===== config.mk =====
export PLATFORM = sky130hd
export DESIGN_NAME = ptb_timebase
export DESIGN_NICKNAME = d
export VERILOG_FILES = /design/src/verilog/ptb_pkg.sv /design/src/verilog/ptb_timebase.sv
export SDC_FILE = /design/constraint.sdc
export NUM_CORES = 1
export LEC_CHECK = 0
export BUFFER_PORTS_ARGS = -buffer_cell sky130_fd_sc_hd__buf_2
export CORE_MARGIN = 2
export CORE_UTILIZATION = 25
export CTS_CLUSTER_DIAMETER = 40
export DETAILED_ROUTE_END_ITERATION = 8
export PLACE_DENSITY = 0.48
export SYNTH_ARGS = -nofsm -noshare
export SYNTH_HDL_FRONTEND = slang
export SYNTH_SLANG_ARGS = --single-unit

===== constraint.sdc =====
create_clock -name pclk -period 2.95 [get_ports pclk]
set_input_delay 0.295 -clock pclk [delete_from_list [all_inputs] [get_ports pclk]]
set_output_delay 0.295 -clock pclk [all_outputs]
set_load 0.02 [all_outputs]

===== src/verilog/ptb_pkg.sv =====
// package for the pwm time base: register map, field positions, reset values
// assumes a 32-bit apb register bus with one aligned word per register
package ptb_pkg;

	// ==========================================================
	// register byte offsets
	localparam logic [7:0] OFS_CTRL     = 8'h00;
	localparam logic [7:0] OFS_DUTY_LO  = 8'h04;
	localparam logic [7:0] OFS_DUTY_HI  = 8'h08;
	localparam logic [7:0] OFS_PHASE    = 8'h0c;
	localparam logic [7:0] OFS_PERIOD   = 8'h10;
	localparam logic [7:0] OFS_IRQ_CTRL = 8'h14;
	localparam logic [7:0] OFS_PERIPH   = 8'h18;
	localparam logic [7:0] OFS_COUNTER  = 8'h1c;
	localparam logic [7:0] OFS_EVT_STAT = 8'h20;
	localparam logic [7:0] OFS_EVT_MASK = 8'h24;

	// ==========================================================
	// module_control fields
	localparam int CTRL_EN_BIT  = 0;
	localparam int CTRL_LD_BIT  = 1;
	localparam int CTRL_CS_LSB  = 2;

	// timebase_irq_ctrl: flags in [3:0], enables in [7:4]
	localparam int IRQ_EN_LSB   = 4;
	localparam int EV_OVF       = 0;
	localparam int EV_PHASE     = 1;
	localparam int EV_DUTY      = 2;
	localparam int EV_PERIOD    = 3;

	// peripheral flag / enable bits, gathered in one word
	localparam int PER_SUM_FLAG = 0;
	localparam int PER_SUM_EN   = 1;
	localparam int PER_PERIPHERAL_IRQ_ENABLE     = 2;
	localparam int PER_GIE      = 3;

	// ==========================================================
	// reset values
	localparam logic [15:0] RST_WORD16 = 16'h0000;
	localparam logic [3:0]  RST_NIB    = 4'h0;

	// clock_select encodings
	typedef enum logic [1:0] {
		PTB_CS_SYS  = 2'h0,
		PTB_CS_FAST = 2'h1,
		PTB_CS_EXT  = 2'h2,
		PTB_CS_NONE = 2'h3
	} ptb_csel_t;

endpackage


===== src/verilog/ptb_timebase.sv =====
// pwm time base: duty comparator, four interrupt sources, clock selection
// assumes apb master on pclk, fast_tick one-cycle enables from the fast osc
//
// Decided for this implementation: the register addresses and register access over APB.
`timescale 1ns/1ps
module ptb_timebase (
	input  wire logic        pclk,
	input  wire logic        presetn,
	input  wire logic        psel,
	input  wire logic        penable,
	input  wire logic        pwrite,
	input  wire logic [7:0]  paddr,
	input  wire logic [31:0] pwdata,
	output logic      [31:0] prdata,
	output logic             pready,
	output logic             pslverr,
	input  wire logic        fast_tick,
	input  wire logic        ext_clk_pin,
	input  wire logic        sleep_req,
	output logic             pwm_out,
	output logic             period_evt,
	output logic             rise_evt,
	output logic             fall_evt,
	output logic             fast_osc_keep,
	output logic             core_clk_run,
	output logic             irq
);
	import ptb_pkg::*;

	// ==========================================================
	// register state
	logic        en_q, en_d;
	logic        ld_q, ld_d;
	ptb_csel_t   cs_q, cs_d;
	logic [15:0] duty_q, duty_d;
	logic [15:0] dbuf_q, dbuf_d;
	logic [15:0] phase_q, phase_d;
	logic [15:0] period_q, period_d;
	logic [3:0]  flag_q, flag_d;
	logic [3:0]  ien_q, ien_d;
	logic        sum_q, sum_d;
	logic        sumen_q, sumen_d;
	logic        peripheral_irq_enable_q, peripheral_irq_enable_d;
	logic        gie_q, gie_d;
	logic [3:0]  est_q, est_d;
	logic [3:0]  emask_q, emask_d;
	logic [31:0] rdata_q, rdata_d;

	// time base state
	logic [15:0] cnt_q, cnt_d;
	logic        pwm_q, pwm_d;
	logic [2:0]  evt_q, evt_d;
	logic        ext_s1_q, ext_s2_q, ext_s3_q;
	logic        run_q;

	// bus decode, tick, comparator matches and events
	logic        wr, rd, setup;
	logic        mapped;
	logic        tick;
	logic        m_per, m_ph, m_dc, m_ovf;
	logic [3:0]  ev;
	logic [3:0]  sw_set;

	function automatic logic hit(input logic [7:0] a, input logic [7:0] ofs);
		return a == ofs;
	endfunction

	// ==========================================================
	// apb slave: zero wait states, read data latched in setup
	assign setup   = psel & ~penable;
	assign wr      = psel & penable & pwrite;
	assign rd      = psel & penable & ~pwrite;
	assign mapped  = (paddr[1:0] == 2'h0) && (paddr <= OFS_EVT_MASK);
	assign pready  = 1'b1;
	assign pslverr = psel & penable & ~mapped;
	assign prdata  = rdata_q;

	// ==========================================================
	// clock source selection and sleep handling
	// external pin: two flops, then a third for the edge detect
	always_ff @(posedge pclk or negedge presetn) begin
		if (!presetn) begin
			ext_s1_q <= 1'b0;
			ext_s2_q <= 1'b0;
			ext_s3_q <= 1'b0;
			run_q    <= 1'b0;
		end else begin
			ext_s1_q <= ext_clk_pin;
			ext_s2_q <= ext_s1_q;
			ext_s3_q <= ext_s2_q;
			run_q    <= ~sleep_req; // cpu and peripheral clocks stop in sleep
		end
	end

	// tick is the time base enable; only the fast source survives sleep
	always_comb begin
		unique case (cs_q)
			PTB_CS_SYS:  tick = ~sleep_req;
			PTB_CS_FAST: tick = fast_tick;
			PTB_CS_EXT:  tick = ext_s2_q & ~ext_s3_q & ~sleep_req;
			PTB_CS_NONE: tick = 1'b0;
		endcase
		tick = tick & en_q;
	end

	// the fast osc is held on whenever selected, enabled or not
	// costs power while the module is off; software should pick another source
	assign fast_osc_keep = (cs_q == PTB_CS_FAST);
	assign core_clk_run  = run_q;

	// ==========================================================
	// comparators; a duty past the period never matches while the count stays within the period
	assign m_per = tick && (cnt_q == period_q);
	assign m_ph  = tick && (cnt_q == phase_q);
	assign m_dc  = tick && (cnt_q == dbuf_q);
	// overflow only arises once the period is set below the running count
	assign m_ovf = tick && (cnt_q == 16'hffff) && !(cnt_q == period_q);
	always_comb begin
		ev           = RST_NIB;
		ev[EV_OVF]   = m_ovf;
		ev[EV_PHASE] = m_ph;
		ev[EV_DUTY]  = m_dc;
		ev[EV_PERIOD]= m_per;
	end

	// counter, output latch and buffered duty
	always_comb begin
		cnt_d  = cnt_q;
		pwm_d  = pwm_q;
		dbuf_d = dbuf_q;
		evt_d  = {m_dc, m_ph, m_per};
		if (!en_q) begin
			cnt_d = RST_WORD16;
			pwm_d = 1'b0;
		end else if (tick) begin
			cnt_d = m_per ? RST_WORD16 : cnt_q + 16'h0001;
			// fall wins over rise so equal duty and phase stays low
			if (m_dc)
				pwm_d = 1'b0;
			else if (m_ph)
				pwm_d = 1'b1;
		end
		if (m_per && ld_q)
			dbuf_d = duty_q;
	end

	always_ff @(posedge pclk or negedge presetn) begin
		if (!presetn) begin
			cnt_q  <= RST_WORD16;
			pwm_q  <= 1'b0;
			dbuf_q <= RST_WORD16;
			evt_q  <= 3'h0;
		end else begin
			cnt_q  <= cnt_d;
			pwm_q  <= pwm_d;
			dbuf_q <= dbuf_d;
			evt_q  <= evt_d;
		end
	end

	assign pwm_out    = pwm_q;
	assign period_evt = evt_q[0];
	assign rise_evt   = evt_q[1];
	assign fall_evt   = evt_q[2];

	// ==========================================================
	// registers, flags and read data
	always_comb begin
		en_d     = en_q;
		ld_d     = ld_q;
		cs_d     = cs_q;
		duty_d   = duty_q;
		phase_d  = phase_q;
		period_d = period_q;
		flag_d   = flag_q;
		ien_d    = ien_q;
		sum_d    = sum_q;
		sumen_d  = sumen_q;
		peripheral_irq_enable_d   = peripheral_irq_enable_q;
		gie_d    = gie_q;
		est_d    = est_q;
		emask_d  = emask_q;
		rdata_d  = rdata_q;
		sw_set   = RST_NIB;
		// pending load ends at the period event that consumes it
		if (m_per)
			ld_d = 1'b0;
		if (wr) begin
			if (hit(paddr, OFS_CTRL)) begin
				en_d = pwdata[CTRL_EN_BIT];
				ld_d = ld_d | pwdata[CTRL_LD_BIT];
				cs_d = ptb_csel_t'(pwdata[CTRL_CS_LSB +: 2]);
			end
			if (hit(paddr, OFS_DUTY_LO))
				duty_d[7:0] = pwdata[7:0];
			if (hit(paddr, OFS_DUTY_HI))
				duty_d[15:8] = pwdata[7:0];
			if (hit(paddr, OFS_PHASE))
				phase_d = pwdata[15:0];
			if (hit(paddr, OFS_PERIOD))
				period_d = pwdata[15:0];
			if (hit(paddr, OFS_IRQ_CTRL)) begin
				sw_set = pwdata[3:0] & ~flag_q;
				flag_d = pwdata[3:0]; // software may set or clear
				ien_d  = pwdata[IRQ_EN_LSB +: 4];
			end
			if (hit(paddr, OFS_PERIPH)) begin
				sum_d   = pwdata[PER_SUM_FLAG];
				sumen_d = pwdata[PER_SUM_EN];
				peripheral_irq_enable_d  = pwdata[PER_PERIPHERAL_IRQ_ENABLE];
				gie_d   = pwdata[PER_GIE];
			end
			if (hit(paddr, OFS_EVT_MASK))
				emask_d = pwdata[3:0];
		end
		// clear only the bits this read returned, so an event in setup is kept
		if (rd && hit(paddr, OFS_EVT_STAT))
			est_d = est_q & ~rdata_q[3:0];
		// disabling drops the source flags but keeps the summary
		if (wr && hit(paddr, OFS_CTRL) && !pwdata[CTRL_EN_BIT])
			flag_d = RST_NIB;
		// events set after every clear so a same-cycle event is kept
		flag_d = flag_d | ev;
		est_d  = est_d | ev;
		if (((ev | sw_set) != RST_NIB) && (ien_d != RST_NIB))
			sum_d = 1'b1;
		// read data latched in setup so prdata comes from a flop
		if (setup) begin
			unique case (1'b1)
				hit(paddr, OFS_CTRL):     rdata_d = {28'h0, cs_q, ld_q, en_q};
				hit(paddr, OFS_DUTY_LO):  rdata_d = {24'h0, duty_q[7:0]};
				hit(paddr, OFS_DUTY_HI):  rdata_d = {24'h0, duty_q[15:8]};
				hit(paddr, OFS_PHASE):    rdata_d = {16'h0, phase_q};
				hit(paddr, OFS_PERIOD):   rdata_d = {16'h0, period_q};
				hit(paddr, OFS_IRQ_CTRL): rdata_d = {24'h0, ien_q, flag_q};
				hit(paddr, OFS_PERIPH):   rdata_d = {28'h0, gie_q, peripheral_irq_enable_q, sumen_q, sum_q};
				hit(paddr, OFS_COUNTER):  rdata_d = {16'h0, cnt_q};
				hit(paddr, OFS_EVT_STAT): rdata_d = {28'h0, est_q};
				hit(paddr, OFS_EVT_MASK): rdata_d = {28'h0, emask_q};
				default:                  rdata_d = 32'h0;
			endcase
		end
	end

	always_ff @(posedge pclk or negedge presetn) begin
		if (!presetn) begin
			en_q     <= 1'b0;
			ld_q     <= 1'b0;
			cs_q     <= PTB_CS_SYS;
			duty_q   <= RST_WORD16;
			phase_q  <= RST_WORD16;
			period_q <= RST_WORD16;
			flag_q   <= RST_NIB;
			ien_q    <= RST_NIB;
			sum_q    <= 1'b0;
			sumen_q  <= 1'b0;
			peripheral_irq_enable_q   <= 1'b0;
			gie_q    <= 1'b0;
			est_q    <= RST_NIB;
			emask_q  <= RST_NIB;
			rdata_q  <= 32'h0;
		end else begin
			en_q     <= en_d;
			ld_q     <= ld_d;
			cs_q     <= cs_d;
			duty_q   <= duty_d;
			phase_q  <= phase_d;
			period_q <= period_d;
			flag_q   <= flag_d;
			ien_q    <= ien_d;
			sum_q    <= sum_d;
			sumen_q  <= sumen_d;
			peripheral_irq_enable_q   <= peripheral_irq_enable_d;
			gie_q    <= gie_d;
			est_q    <= est_d;
			emask_q  <= emask_d;
			rdata_q  <= rdata_d;
		end
	end

	// ==========================================================
	// interrupt output: the documented cpu path or the masked event status
	// summary is left to software, which clears source flags first
	// the masked status path is a second, simpler way to the same pin
	assign irq = (sum_q & sumen_q & peripheral_irq_enable_q & gie_q) | |(est_q & emask_q);
endmodule // ptb_timebase


==> flow_summary.rst, run 1 <==
.. list-table::
   :header-rows: 1

   * - Metric
     - Value
   * - Post-Synthesis Cell Area
     - 6761 um2
   * - IR Drop Worst-Case VDD
     - 0.3117 mV
   * - Area of the die
     - 28380 um2
   * - Wire length per cell after detailed routing
     - 19.98 um
   * - Data required time of the critical path
     - 3250 ps
   * - Min Clock Period, post-route
     - 2277 ps
   * - Initial DRC Count
     - 432
   * - Number of stages on the worst hold path
     - 2
   * - Number of unique standard cell types used by synthesis
     - 58
   * - Cell type group with the largest total delay on the critical path
     - simple AND/OR/NAND/NOR gates
   * - Portion of the clock cycle consumed by the worst path in the final layout
     - 0.7718
   * - Relative slew slack
     - 0.4117
   * - Path type of the worst min-delay path
     - in -> reg
   * - Overall routing resource usage
     - 0.1487
   * - Transition time at the pin with the least slew margin
     - 882.4 ps
   * - Routability congestion estimate from global placement
     - 0.7844
   * - Number of enable flip-flop cells after synthesis
     - 0
   * - RSZ-0062 raised after global routing
     - no
   * - Starting density of the core
     - 0.2530
   * - Power consumption
     - 4.496 mW
   * - Gate Count Post-Synth
     - 597
   * - Startpoint types
     - register
   * - Worst reg-to-reg path cell count
     - 5
   * - Critical path class
     - reg -> reg
   * - Top FF cell, synth
     - sky130_fd_sc_hd__dfrtp_1
   * - Final cell count without fillers
     - 1014
   * - Number of post-CTS setup repair buffers
     - 0
   * - Die outline height
     - 168.5 um
   * - Setup TNS
     - 0 ps
   * - PwrDens
     - 556.0 nW/um2
   * - Worst Path Buf+Inv
     - 0
   * - Diodes inserted
     - 0
   * - Crit path cell chain
     - xor2_1 -> nor4_1 -> and4_1 -> nand3_4 -> mux2_4
   * - Max capacitance violation total
     - 0
   * - # nets final
     - 709
   * - CTS resizes
     - 0
   * - Wire length of the first global-routing pass
     - 31400 um
   * - DR vias/cell
     - 4.904
   * - Setup-violating endpoint count in the final report
     - 0
   * - Final hold violation count
     - 0
   * - Crit path DAT
     - 2580 ps
   * - Synth-to-Final Area Change
     - 19.60%
   * - Cell Area, Placed
     - 7402 um2
   * - Critical path capture point type
     - register
   * - DR pass1 iterations
     - 6
   * - Core area
     - 26730 um2
   * - Hold Path Sink
     - core_clk_run
   * - Crit path largest cell delay
     - 510 ps
   * - Root buffer cell
     - sky130_fd_sc_hd__clkbuf_16
   * - Flop-to-flop setup slack
     - 670 ps
   * - Total congestion overflow after global routing
     - 0
   * - Synth warnings
     - 0
   * - Clock Sink Count
     - 128
   * - Leak
     - 3.908 nW
   * - Outcome
     - finished clean
   * - Post-detailed-placement half-perimeter wirelength
     - 14470 um
   * - Remaining antenna violation count
     - 0
   * - Initial antenna violation count
     - 0
   * - Worst reg2reg path startpoint
     - cnt_q[14]
   * - Largest net degree at the start of global routing
     - 61
   * - Synthesized area per cell
     - 11.33 um2
   * - Chip width
     - 168.5 um
   * - Sequential-to-total area share from yosys stat
     - 0.4737
   * - Fillers
     - 2818
   * - Insertion delay to the later sink of the worst-skew pair
     - 430 ps
   * - Via count of the routed design
     - 4973
   * - Deepest clock path buffer count
     - 2
   * - Num rows
     - 60
   * - I/O Pins
     - 89
   * - Ratio of cells with drive above 1 in the final layout
     - 0.3165
   * - CTS buffer count
     - 17
   * - Min-delay src
     - sleep_req
   * - Clock tree from TritonCTS
     - yes
   * - Clock H-tree levels
     - 4
   * - Final Skew
     - 13.02 ps
   * - Number of remaining DRC errors
     - 0
   * - Final max-slew violation count
     - 0
   * - Upper clock frequency limit
     - 439.2 MHz
   * - Post-synth ARST share
     - 1.000
   * - Max FO, Critical Path
     - 16
   * - Vias in the first global route
     - 4976
   * - Port buffer count
     - 55
   * - Number of storage elements in the synthesis netlist
     - 128
   * - Critical register-to-register path endpoint
     - dbuf_q[10]
   * - Clk pin slew, worst setup/hold paths
     - 60 ps
   * - Slowest stage cell, crit path
     - sky130_fd_sc_hd__dfrtp_1
   * - Aggregate routed wire length
     - 20260 um
   * - Post-route design area
     - 8087 um2
   * - Dpl cells
     - 980
   * - Number of buffers inserted by hold repair at cts
     - 2
==> synth_stat cells, types with 12 or more instances <==
| cell type | count | area, um2 |
|---|---|---|
| sky130_fd_sc_hd__a21oi_1 | 16 | 80.08 |
| sky130_fd_sc_hd__a22o_1 | 13 | 113.9 |
| sky130_fd_sc_hd__a22oi_1 | 12 | 90.09 |
| sky130_fd_sc_hd__a31oi_1 | 21 | 131.4 |
| sky130_fd_sc_hd__buf_2 | 24 | 120.1 |
| sky130_fd_sc_hd__buf_4 | 20 | 150.1 |
| sky130_fd_sc_hd__dfrtp_1 | 128 | 3203 |
| sky130_fd_sc_hd__inv_1 | 16 | 60.06 |
| sky130_fd_sc_hd__mux2_2 | 75 | 844.6 |
| sky130_fd_sc_hd__nand2_1 | 36 | 135.1 |
| sky130_fd_sc_hd__nand3_1 | 16 | 80.08 |
| sky130_fd_sc_hd__nand4_1 | 14 | 87.58 |
| sky130_fd_sc_hd__o21ai_0 | 16 | 80.08 |
| sky130_fd_sc_hd__xnor2_1 | 34 | 297.8 |
| sky130_fd_sc_hd__xor2_1 | 16 | 140.1 |
==> logic make-up after synthesis <==
logic type	Yosys count	synth area share
AO/OA/AOI/OAI	117	0.1236
XOR/XNOR	50	0.06477
adder cells (fa/ha/maj)	1	0.001850
buffers and inverters	77	0.06384
flip-flops	128	0.4737
multiplexers	93	0.1593
other	2	0.001111
AND/OR/NAND/NOR	129	0.1118
==> state kept, by name, indices dropped and copies added (netlist names), 2 cells and up <==
name and cells:
cnt_q 16, dbuf_q 16, duty_q 16, period_q 16, phase_q 16, prdata 16
emask_q 4, est_q 4, flag_q 4, ien_q 4, evt_q 3, cs_q 2
==> report_power, final <==
part | switching [mW] | leakage (nW) | total (mW) | internal [mW]
logic | 0.190 | 1.82 | 0.278 | 0.0872
clock network | 0.818 | 0.322 | 2.40 | 1.59
registers | 0.0279 | 1.77 | 1.82 | 1.79
total | 1.04 | 3.91 | 4.50 | 3.46
==> routing by layer <==
metal	global-route usage	vias to the layer above	wire length, um
met5	0	-	0
met4	0.04048	0	286
met3	0.02923	21	876
met2	0.2342	153	9459
met1	0.2088	2519	9633
li1	-	2280	-
==> worst max path at each step <==
stage / startpoint / end / cells after the start
after CTS: ext_s3_q / dbuf_q[10] / 6
final: cnt_q[14] / dbuf_q[10] / 5
after detailed placement: paddr[3] / sum_q / 6
after floorplan: cs_q[0] / dbuf_q[10] / 7
after global placement: cnt_q[14] / dbuf_q[13] / 5
after global routing: cnt_q[15] / dbuf_q[10] / 5
==> layout make-up <==
class,instances,area (um2),area share
clock buffer,22,484.2,0.05988
clock inverter,10,180.2,0.02228
inverter,16,60.06,0.007427
multi-input combinational,407,3183,0.3936
sequential,128,3203,0.3961
tap,341,426.7,0.05276
timing repair buffer,90,549.3,0.06793
==> per-stage QoR <==
step           hold WS (ps)  setup WS, ps    util
3_5_place_dp          315.5         676.1  0.2770
3_3_place_gp          314.5         680.4  0.2770
2_1_floorplan       -0.5911         913.8       -
6_report              46.30         673.3  0.3026
4_1_cts               33.61         687.9  0.3026
5_1_grt               34.15         513.1  0.3026
==> layout by cell type (no fill, tap or decap), types with 8 or more instances in the layout <==
master,n
sky130_fd_sc_hd__xnor2_1,34
sky130_fd_sc_hd__inv_1,16
sky130_fd_sc_hd__o21ai_0,16
sky130_fd_sc_hd__a21oi_1,16
sky130_fd_sc_hd__mux2_4,10
sky130_fd_sc_hd__or3_1,8
sky130_fd_sc_hd__nand4_1,14
sky130_fd_sc_hd__nor4_1,8
sky130_fd_sc_hd__buf_2,54
sky130_fd_sc_hd__xor2_1,16
sky130_fd_sc_hd__nor2_1,10
sky130_fd_sc_hd__a31oi_1,21
sky130_fd_sc_hd__nand2_1,36
sky130_fd_sc_hd__conb_1,17
sky130_fd_sc_hd__clkbuf_16,17
sky130_fd_sc_hd__mux2_2,75
sky130_fd_sc_hd__nand3_1,16
sky130_fd_sc_hd__a21o_1,8
sky130_fd_sc_hd__buf_4,33
sky130_fd_sc_hd__a22o_1,13
sky130_fd_sc_hd__dfrtp_1,128
sky130_fd_sc_hd__a22oi_1,12
No activity file was read; power rests on OpenSTA's default activity.
==> run 2: changes to the inputs <==
- ABC_AREA: unset -> 1
- PLACE_DENSITY: 0.48 -> 0.49
- clock period: 2.95 -> 1.95 ns (I/O delays scaled with it)
==> run 2 against run 1 <==
  * Power grew 63%
  * Register-to-register slack worse by 550 ps
  * Count of clock-buffer cells in the layout is 4 lower
  * Worst hold slack got worse by 22 ps
  * Critical path type unchanged
  * Critical endpoint is now cnt_q[10]
  * Largest power group unchanged
==> flow_summary.rst, run 2 <==
.. list-table::
   :header-rows: 1

   * - Metric
     - Value
   * - Outcome
     - finished clean (unchanged)
   * - DR vias/cell
     - 4.289 (was 4.904)
   * - Root buffer cell
     - sky130_fd_sc_hd__clkbuf_16 (unchanged)
   * - Dominant cell type by area after synthesis
     - sky130_fd_sc_hd__dfrtp_1 (unchanged)
   * - Simple-gate share of the synthesized area
     - 0.2667 (was 0.1118)
   * - Synthesized area per cell
     - 7.391 um2 (was 11.33 um2)
   * - Multiplexer area fraction after synthesis
     - 0 (was 0.1593)
   * - Port buffer count
     - 55 (unchanged)
   * - Upper clock frequency limit
     - 548.9 MHz (was 439.2 MHz)
   * - Total congestion overflow after global routing
     - 0 (unchanged)
   * - Chip width
     - 171.5 um (was 168.5 um)
   * - Synth-to-Final Area Change
     - 23.06% (was 19.60%)
   * - Gate Count Post-Synth
     - 949 (was 597)
   * - Vias in the first global route
     - 5962 (was 4976)
   * - Post-synth ARST share
     - 1.000 (unchanged)
   * - Worst Path Buf+Inv
     - 1 (was 0)
   * - Critical path class
     - reg -> reg (unchanged)
   * - Post-detailed-placement half-perimeter wirelength
     - 16500 um (was 14470 um)
   * - Max FO, Critical Path
     - 5 (was 16)
   * - Min Clock Period, post-route
     - 1822 ps (was 2277 ps)
   * - Crit path largest cell delay
     - 430 ps (was 510 ps)
   * - Remaining antenna violation count
     - 0 (unchanged)
   * - Largest net degree at the start of global routing
     - 47 (was 61)
   * - Post-Synthesis Cell Area
     - 7014 um2 (was 6761 um2)
   * - Leading cell type in the layout, fill and taps excluded
     - sky130_fd_sc_hd__nand2_1 (was sky130_fd_sc_hd__dfrtp_1)
   * - Number of remaining DRC errors
     - 0 (unchanged)
   * - Clock H-tree levels
     - 4 (unchanged)
   * - Fraction of synthesized cell area taken by the top area cell type
     - 0.4567 (was 0.4737)
   * - Clock Sink Count
     - 128 (unchanged)
   * - Routability congestion estimate from global placement
     - 0.8659 (was 0.7844)
   * - Final hold violation count
     - 0 (unchanged)
   * - Sequential-to-total area share from yosys stat
     - 0.4567 (was 0.4737)
   * - Diodes inserted
     - 0 (unchanged)
   * - Most instantiated library cell after synthesis
     - sky130_fd_sc_hd__nand2_1 (was sky130_fd_sc_hd__dfrtp_1)
   * - Commonest cells after routing, fill and taps aside
     - sky130_fd_sc_hd__nand2_1, sky130_fd_sc_hd__dfrtp_1, sky130_fd_sc_hd__inv_1, sky130_fd_sc_hd__o21ai_0, sky130_fd_sc_hd__nor2_1 (was sky130_fd_sc_hd__dfrtp_1, sky130_fd_sc_hd__mux2_2, sky130_fd_sc_hd__buf_2, sky130_fd_sc_hd__nand2_1, sky130_fd_sc_hd__xnor2_1)
   * - Footprint of the multi-input gates
     - 3060 um2 (was 3183 um2)
   * - Final max-slew violation count
     - 0 (unchanged)
   * - Final Skew
     - 9.917 ps (was 13.02 ps)
   * - Synth warnings
     - 0 (unchanged)
   * - Top FF cell, synth
     - sky130_fd_sc_hd__dfrtp_1 (unchanged)
   * - Fraction of the mapped netlist area in compound gates
     - 0.1366 (was 0.1236)
   * - Dominant combinational cell family by area after synthesis
     - simple AND/OR/NAND/NOR gates (was multiplexers)
   * - Leading cell types by count after synthesis
     - sky130_fd_sc_hd__nand2_1, sky130_fd_sc_hd__dfrtp_1, sky130_fd_sc_hd__inv_1 (was sky130_fd_sc_hd__dfrtp_1, sky130_fd_sc_hd__mux2_2, sky130_fd_sc_hd__nand2_1)
   * - Initial antenna violation count
     - 0 (unchanged)
   * - Clock tree from TritonCTS
     - yes (unchanged)
   * - Core area
     - 27710 um2 (was 26730 um2)
   * - Data required time of the critical path
     - 2260 ps (was 3250 ps)
   * - Crit path cell chain
     - ha_1 -> nand3_1 -> buf_4 -> nor2_1 -> nand2_1 -> nor3_1 -> xor2_1 -> o22ai_1 (was xor2_1 -> nor4_1 -> and4_1 -> nand3_4 -> mux2_4)
   * - Path type of the worst min-delay path
     - in -> reg (unchanged)
   * - Fraction of the mapped netlist area in adder cells
     - 0.001784 (was 0.001850)
   * - Setup-violating endpoint count in the final report
     - 0 (unchanged)
   * - Leak
     - 4.309 nW (was 3.908 nW)
   * - CTS buffer count
     - 17 (unchanged)
   * - Slowest stage cell, crit path
     - sky130_fd_sc_hd__dfrtp_1 (unchanged)
   * - Hold slack final
     - 24.25 ps (was 46.30 ps)
   * - Number of enable flip-flop cells after synthesis
     - 0 (unchanged)
   * - Initial DRC Count
     - 547 (was 432)
   * - Crit path DAT
     - 2130 ps (was 2580 ps)
   * - Overall routing resource usage
     - 0.1538 (was 0.1487)
   * - Cell type group with the largest total delay on the critical path
     - simple AND/OR/NAND/NOR gates (unchanged)
   * - XOR/XNOR share of the synthesized area
     - 0.01998 (was 0.06477)
   * - Area used by sequential logic in the layout
     - 3204 um2 (was 3203 um2)
   * - Critical path capture point type
     - register (unchanged)
   * - Num rows
     - 61 (was 60)
   * - Core Util, Final
     - 0.3116 (was 0.3026)
   * - # nets final
     - 1097 (was 709)
   * - Die outline height
     - 171.5 um (was 168.5 um)
   * - Number of storage elements in the synthesis netlist
     - 128 (unchanged)
   * - Number of post-CTS setup repair buffers
     - 0 (unchanged)
   * - Fillers
     - 3003 (was 2818)
   * - RSZ-0062 raised after global routing
     - no (unchanged)
   * - Aggregate routed wire length
     - 21730 um (was 20260 um)
   * - Starting density of the core
     - 0.2532 (was 0.2530)
   * - Area of the die
     - 29410 um2 (was 28380 um2)
   * - Setup TNS
     - 0 ps (unchanged)
   * - Wire length per cell after detailed routing
     - 15.10 um (was 19.98 um)
   * - Wire length of the first global-routing pass
     - 33820 um (was 31400 um)
   * - Number of unique standard cell types used by synthesis
     - 37 (was 58)
   * - Clk pin slew, worst setup/hold paths
     - 60 ps (about the same)
   * - IR Drop Worst-Case VDD
     - 0.5766 mV (was 0.3117 mV)
   * - Via count of the routed design
     - 6172 (was 4973)
   * - Max capacitance violation total
     - 0 (unchanged)
   * - Top cells by area, synth
     - sky130_fd_sc_hd__dfrtp_1, sky130_fd_sc_hd__nand2_1, sky130_fd_sc_hd__inv_1 (was sky130_fd_sc_hd__dfrtp_1, sky130_fd_sc_hd__mux2_2, sky130_fd_sc_hd__xnor2_1)
   * - Insertion delay to the later sink of the worst-skew pair
     - 430 ps (about the same)
   * - Deepest clock path buffer count
     - 2 (unchanged)
   * - Startpoint types
     - register (unchanged)
   * - Ratio of cells with drive above 1 in the final layout
     - 0.1970 (was 0.3165)
   * - I/O Pins
     - 89 (unchanged)
   * - DR pass1 iterations
     - 5 (was 6)
   * - PwrDens
     - 849.4 nW/um2 (was 556.0 nW/um2)
   * - Portion of the clock cycle consumed by the worst path in the final layout
     - 0.9343 (was 0.7718)
==> run 2: cell types whose count changed after synthesis, moves of 13 or more <==
cell / delta
sky130_fd_sc_hd__inv_2: +21
sky130_fd_sc_hd__buf_2: -16
sky130_fd_sc_hd__xnor2_1: -33
sky130_fd_sc_hd__nand2_1: +284
sky130_fd_sc_hd__nor2_2: +13
sky130_fd_sc_hd__o22ai_1: +31
sky130_fd_sc_hd__a31oi_1: -21
sky130_fd_sc_hd__o21ai_1: +24
sky130_fd_sc_hd__nor2_1: +48
sky130_fd_sc_hd__mux2_2: -75
sky130_fd_sc_hd__inv_1: +102
sky130_fd_sc_hd__a22o_1: -13
sky130_fd_sc_hd__o21ai_0: +62
==> run 2: final cells by class <==
type	instances	share of cell area
inverter	140	0.06102
clock buffer	18	0.05088
clock inverter	14	0.01899
tap	378	0.05479
multi-input combinational	651	0.3545
sequential	128	0.3712
timing repair buffer	110	0.08856
==> run 2: metal layers <==
layer | global-route usage | up-vias | wire length, um | share of wire
met5 | 0 | - | 0 | 0
met4 | 0.05122 | 0 | 332 | 0.015
met3 | 0.02347 | 24 | 898 | 0.041
met2 | 0.2425 | 164 | 9836 | 0.45
met1 | 0.2149 | 2833 | 10660 | 0.49
li1 | - | 3151 | - | -
==> run 2: where the power goes <==
group | internal [mW] | switching, mW
combinational | 0.425 | 0.760
clock | 2.04 | 1.28
sequential | 2.75 | 0.0824
total | 5.21 | 2.12
==> run 2: timing repair <==
| action | CTS | global route |
|---|---|---|
| gates resized for setup | 0 | 5 |
| hold endpoints to repair | 46 | 0 |
| setup endpoints to repair | 0 | 3 |
| hold buffers | 3 | 0 |
==> run 2: logic make-up (layout without fill, tap and decap cells) <==
logic type	after synthesis	after routing
xor gates and xnor gates	16	16
other	2	17
adders and majority gates	1	1
AOI/OAI and AO/OA	168	168
buffers and inverters	185	282
and+or+nand+nor	449	449
DFF	128	128
==> run 2: path summary, 6_finish.rpt <==
| check | start | endpoint | slack (ps) | cells after the start |
|---|---|---|---|---|
| min | pwdata[1] | sumen_q | 20 | 3 |
| min reg2reg | ext_s1_q | ext_s2_q | 350 | 0 |
| max in group asynchronous | presetn | period_q[8] | 1040 | 3 |
| min in group asynchronous | presetn | est_q[1] | 280 | 2 |
| max | cnt_q[0] | cnt_q[10] | 130 | 8 |
| max reg2reg | cnt_q[0] | cnt_q[10] | 130 | 8 |
==> run 2: tightest hold or removal path, stage by stage <==
cell	delay (ps)
sky130_fd_sc_hd__buf_2	110
sky130_fd_sc_hd__nand2_1	50
sky130_fd_sc_hd__o21ai_0	60
==> run 2: stage by stage <==
| stage | cells | instance area, um2 | worst slack (ps) | power [mW] |
|---|---|---|---|---|
| after floorplan | 964 | 7071 | 427.0 | 3.526 |
| after global placement | 1404 | 7983 | 124.2 | 4.047 |
| after detailed placement | 1404 | 7983 | 114.1 | 4.052 |
| after CTS | 1439 | 8616 | 106.9 | 7.408 |
| after global routing | 1439 | 8632 | 2.155 | 7.663 |
| final | 1439 | 8632 | 128.2 | 7.332 |
==> run 3: changes to the inputs <==
- BUFFER_PORTS_ARGS: -buffer_cell sky130_fd_sc_hd__buf_2 -> unset
- CORE_UTILIZATION: 25 -> 50
- DONT_BUFFER_PORTS: unset -> 1
- PLACE_DENSITY: 0.49 -> 0.75
==> run 3 against run 2 <==
  * The flow now finishes with violations (negative hold slack)
  * Via count increased by 2.7%
  * Fmax rose by 0.20%
  * Worst hold slack worse by 550 ps
  * First-iteration DRC count is 33% higher
  * Cell area decreased by 6.6%
  * Sequential cell count unchanged
  * Clock power barely moved
  * Power down 1.9%
  * Largest cell class unchanged
  * Highest routed layer is now met5
==> flow_summary.rst, run 3 (same netlist as run 2, synthesis figures left out) <==
.. list-table::
   :header-rows: 1

   * - Metric
     - Value
   * - Outcome
     - finished with violations (was finished clean)
   * - Failing checks
     - negative hold slack
   * - Clock tree from TritonCTS
     - yes (unchanged)
   * - Area of the die
     - 14990 um2 (was 29410 um2)
   * - Port buffer count
     - 0 (was 55)
   * - Final Skew
     - 9.912 ps (was 9.917 ps)
   * - Leak
     - 4.014 nW (was 4.309 nW)
   * - Min Clock Period, post-route
     - 1818 ps (was 1822 ps)
   * - Power share of the sequential group
     - 0.396 (was 0.386)
   * - DR vias/cell
     - 5.367 (was 4.289)
   * - Cell internal power dissipation
     - 5.281 mW (was 5.211 mW)
   * - Fillers
     - 1250 (was 3003)
   * - Largest net degree at the start of global routing
     - 129 (was 47)
   * - Switching share of total power
     - 0.2657 (was 0.2893)
   * - Clk pin slew, worst setup/hold paths
     - 60 ps (about the same)
   * - Initial DRC Count
     - 725 (was 547)
   * - Max FO, Critical Path
     - 11 (was 5)
   * - Die outline height
     - 122.4 um (was 171.5 um)
   * - DR pass1 iterations
     - 6 (was 5)
   * - Ratio of cells with drive above 1 in the final layout
     - 0.1329 (was 0.1970)
   * - IR Drop Worst-Case VDD
     - 0.6550 mV (was 0.5766 mV)
   * - Crit path cell chain
     - inv_2 -> nand2_1 -> nand2_1 -> nor2_1 -> nand2_1 -> nor2_2 -> nand3_4 -> clkinv_2 -> nand2_4 -> buf_4 -> nand2_2 -> o21ai_2 (was ha_1 -> nand3_1 -> buf_4 -> nor2_1 -> nand2_1 -> nor3_1 -> xor2_1 -> o22ai_1)
   * - Clock H-tree levels
     - 4 (unchanged)
   * - Crit path DAT
     - 2130 ps (about the same)
   * - Num rows
     - 43 (was 61)
   * - Clock Sink Count
     - 128 (unchanged)
   * - Setup TNS
     - 0 ps (unchanged)
   * - Part of the total power dissipated in the clock network
     - 0.464 (was 0.453)
   * - Max capacitance violation total
     - 0 (unchanged)
   * - Hold slack final
     - -522.9 ps (was 24.25 ps)
   * - Critical path class
     - reg -> reg (unchanged)
   * - Number of remaining DRC errors
     - 0 (unchanged)
   * - Post-detailed-placement half-perimeter wirelength
     - 13390 um (was 16500 um)
   * - Aggregate routed wire length
     - 18890 um (was 21730 um)
   * - Insertion delay to the later sink of the worst-skew pair
     - 420 ps (was 430 ps)
   * - Core Util, Final
     - 0.5853 (was 0.3116)
   * - Reported net switching power
     - 1.911 mW (was 2.121 mW)
   * - Combinational fraction of design power
     - 0.139 (was 0.162)
   * - Commonest cells after routing, fill and taps aside
     - sky130_fd_sc_hd__nand2_1, sky130_fd_sc_hd__dfrtp_1, sky130_fd_sc_hd__inv_1, sky130_fd_sc_hd__o21ai_0, sky130_fd_sc_hd__nor2_1 (unchanged)
   * - Wire length of the first global-routing pass
     - 30140 um (was 33820 um)
   * - Synth-to-Final Area Change
     - 14.93% (was 23.06%)
   * - Chip width
     - 122.4 um (was 171.5 um)
   * - Final max-slew violation count
     - 0 (unchanged)
   * - Diodes inserted
     - 0 (unchanged)
   * - Routability congestion estimate from global placement
     - 0.9779 (was 0.8659)
   * - Wire length per cell after detailed routing
     - 16.00 um (was 15.10 um)
   * - Slowest stage cell, crit path
     - sky130_fd_sc_hd__dfrtp_1 (unchanged)
   * - Footprint of the multi-input gates
     - 3055 um2 (was 3060 um2)
   * - Via count of the routed design
     - 6338 (was 6172)
   * - Post-route design area
     - 8061 um2 (was 8632 um2)
   * - I/O Pins
     - 89 (unchanged)
   * - Remaining antenna violation count
     - 0 (unchanged)
   * - Overall routing resource usage
     - 0.2639 (was 0.1538)
   * - Cell Area, Placed
     - 7246 um2 (was 7983 um2)
   * - # nets final
     - 1037 (was 1097)
   * - Root buffer cell
     - sky130_fd_sc_hd__clkbuf_16 (unchanged)
   * - Core area
     - 13770 um2 (was 27710 um2)
   * - Final hold violation count
     - 128 (was 0)
   * - Critical path capture point type
     - register (unchanged)
   * - Data required time of the critical path
     - 2260 ps (about the same)
   * - Upper clock frequency limit
     - 550.0 MHz (was 548.9 MHz)
   * - RSZ-0062 raised after global routing
     - no (unchanged)
   * - Crit path largest cell delay
     - 490 ps (was 430 ps)
   * - Setup-violating endpoint count in the final report
     - 0 (unchanged)
   * - Starting density of the core
     - 0.5093 (was 0.2532)
   * - Total congestion overflow after global routing
     - 0 (unchanged)
   * - CTS buffer count
     - 17 (unchanged)
   * - PwrDens
     - 892.1 nW/um2 (was 849.4 nW/um2)
   * - Transition time at the pin with the least slew margin
     - 680.7 ps
   * - Deepest clock path buffer count
     - 2 (unchanged)
   * - Startpoint types
     - register (unchanged)
   * - Path type of the worst min-delay path
     - in -> async (was in -> reg)
   * - Vias in the first global route
     - 5954 (was 5962)
   * - Relative slew slack
     - 0.5457
   * - Initial antenna violation count
     - 1 (was 0)
   * - Leading cell type in the layout, fill and taps excluded
     - sky130_fd_sc_hd__nand2_1 (unchanged)
   * - Most frequent cell on the critical path
     - sky130_fd_sc_hd__nand2_1
   * - Portion of the clock cycle consumed by the worst path in the final layout
     - 0.9324 (was 0.9343)
   * - Number of buffers inserted by hold repair at cts
     - 14 (was 3)
   * - Area used by sequential logic in the layout
     - 3203 um2 (was 3204 um2)
## run 3: cell count changes in the layout (fill, tap and decap cells not counted), sizes merged
cell         previous run  this run
buf                   107        36
clkbuf                 18        24
clkinv                  7         3
dlygate4sd3             3        14
inv                   141       139
## run 3: power groups by stage
stage          combinational [mW]  sequential (mW)  clock, mW
2_1_floorplan               0.653             2.87          0
3_3_place_gp                0.920             2.89          0
3_5_place_dp                0.938             2.89          0
4_1_cts                     0.971             2.85       3.35
5_1_grt                      1.10             2.86       3.48
6_report                     1.00             2.85       3.34
## run 3: timing repair
item,4_1_cts,5_1_grt
buffers inserted,0,5
setup endpoints to repair,0,11
hold endpoints to repair,151,128
gates resized for setup,0,2
## run 3: area by class of cell
| type | instances | share of cell area |
|---|---|---|
| Tap cell | 180 | 0.02794 |
| Sequential cell | 128 | 0.3973 |
| Inverter | 140 | 0.06534 |
| Clock buffer | 24 | 0.06224 |
| Timing Repair Buffer | 50 | 0.05246 |
| Clock inverter | 8 | 0.01568 |
| Multi-Input combinational cell | 651 | 0.3790 |
## run 3: path summary, 6_finish.rpt
path                          endpoint  startpoint  slack, ps  depth (start not counted)
setup / recovery             dbuf_q[4]    cnt_q[3]        130                         12
hold / removal             period_q[5]     presetn       -520                          0
setup reg to reg             dbuf_q[4]    cnt_q[3]        130                         12
hold reg to reg               ext_s2_q    ext_s1_q        350                          0
max in group asynchronous   duty_q[11]     presetn       2270                          0
min in group pclk           duty_q[13]   pwdata[5]         10                          2
## run 3: critical path, delay by kind of cell (launching register included)
family	cells	cell delay [ps]
compound gates	1	50
flops	1	490
buf+inv	3	400
simple gates	8	760
## run 3: stage by stage
step / hold slack, ps / std cells / total power, mW / worst slack, ps
3_3_place_gp: -91.09 / 1130 / 3.812 / 161.0
6_report: -522.9 / 1181 / 7.192 / 131.9
4_1_cts: -533.0 / 1176 / 7.170 / 84.76
3_5_place_dp: -91.61 / 1130 / 3.832 / 105.9
5_1_grt: -532.6 / 1181 / 7.442 / 14.07
2_1_floorplan: -100.6 / 964 / 3.526 / 427.0
## run 3: layer usage
layer	up-vias	track usage	wire length (um)
li1	3022	-	-
met1	2958	0.3524	8009
met2	308	0.4073	8623
met3	48	0.06738	1706
met4	2	0.1135	537
met5	-	0	16
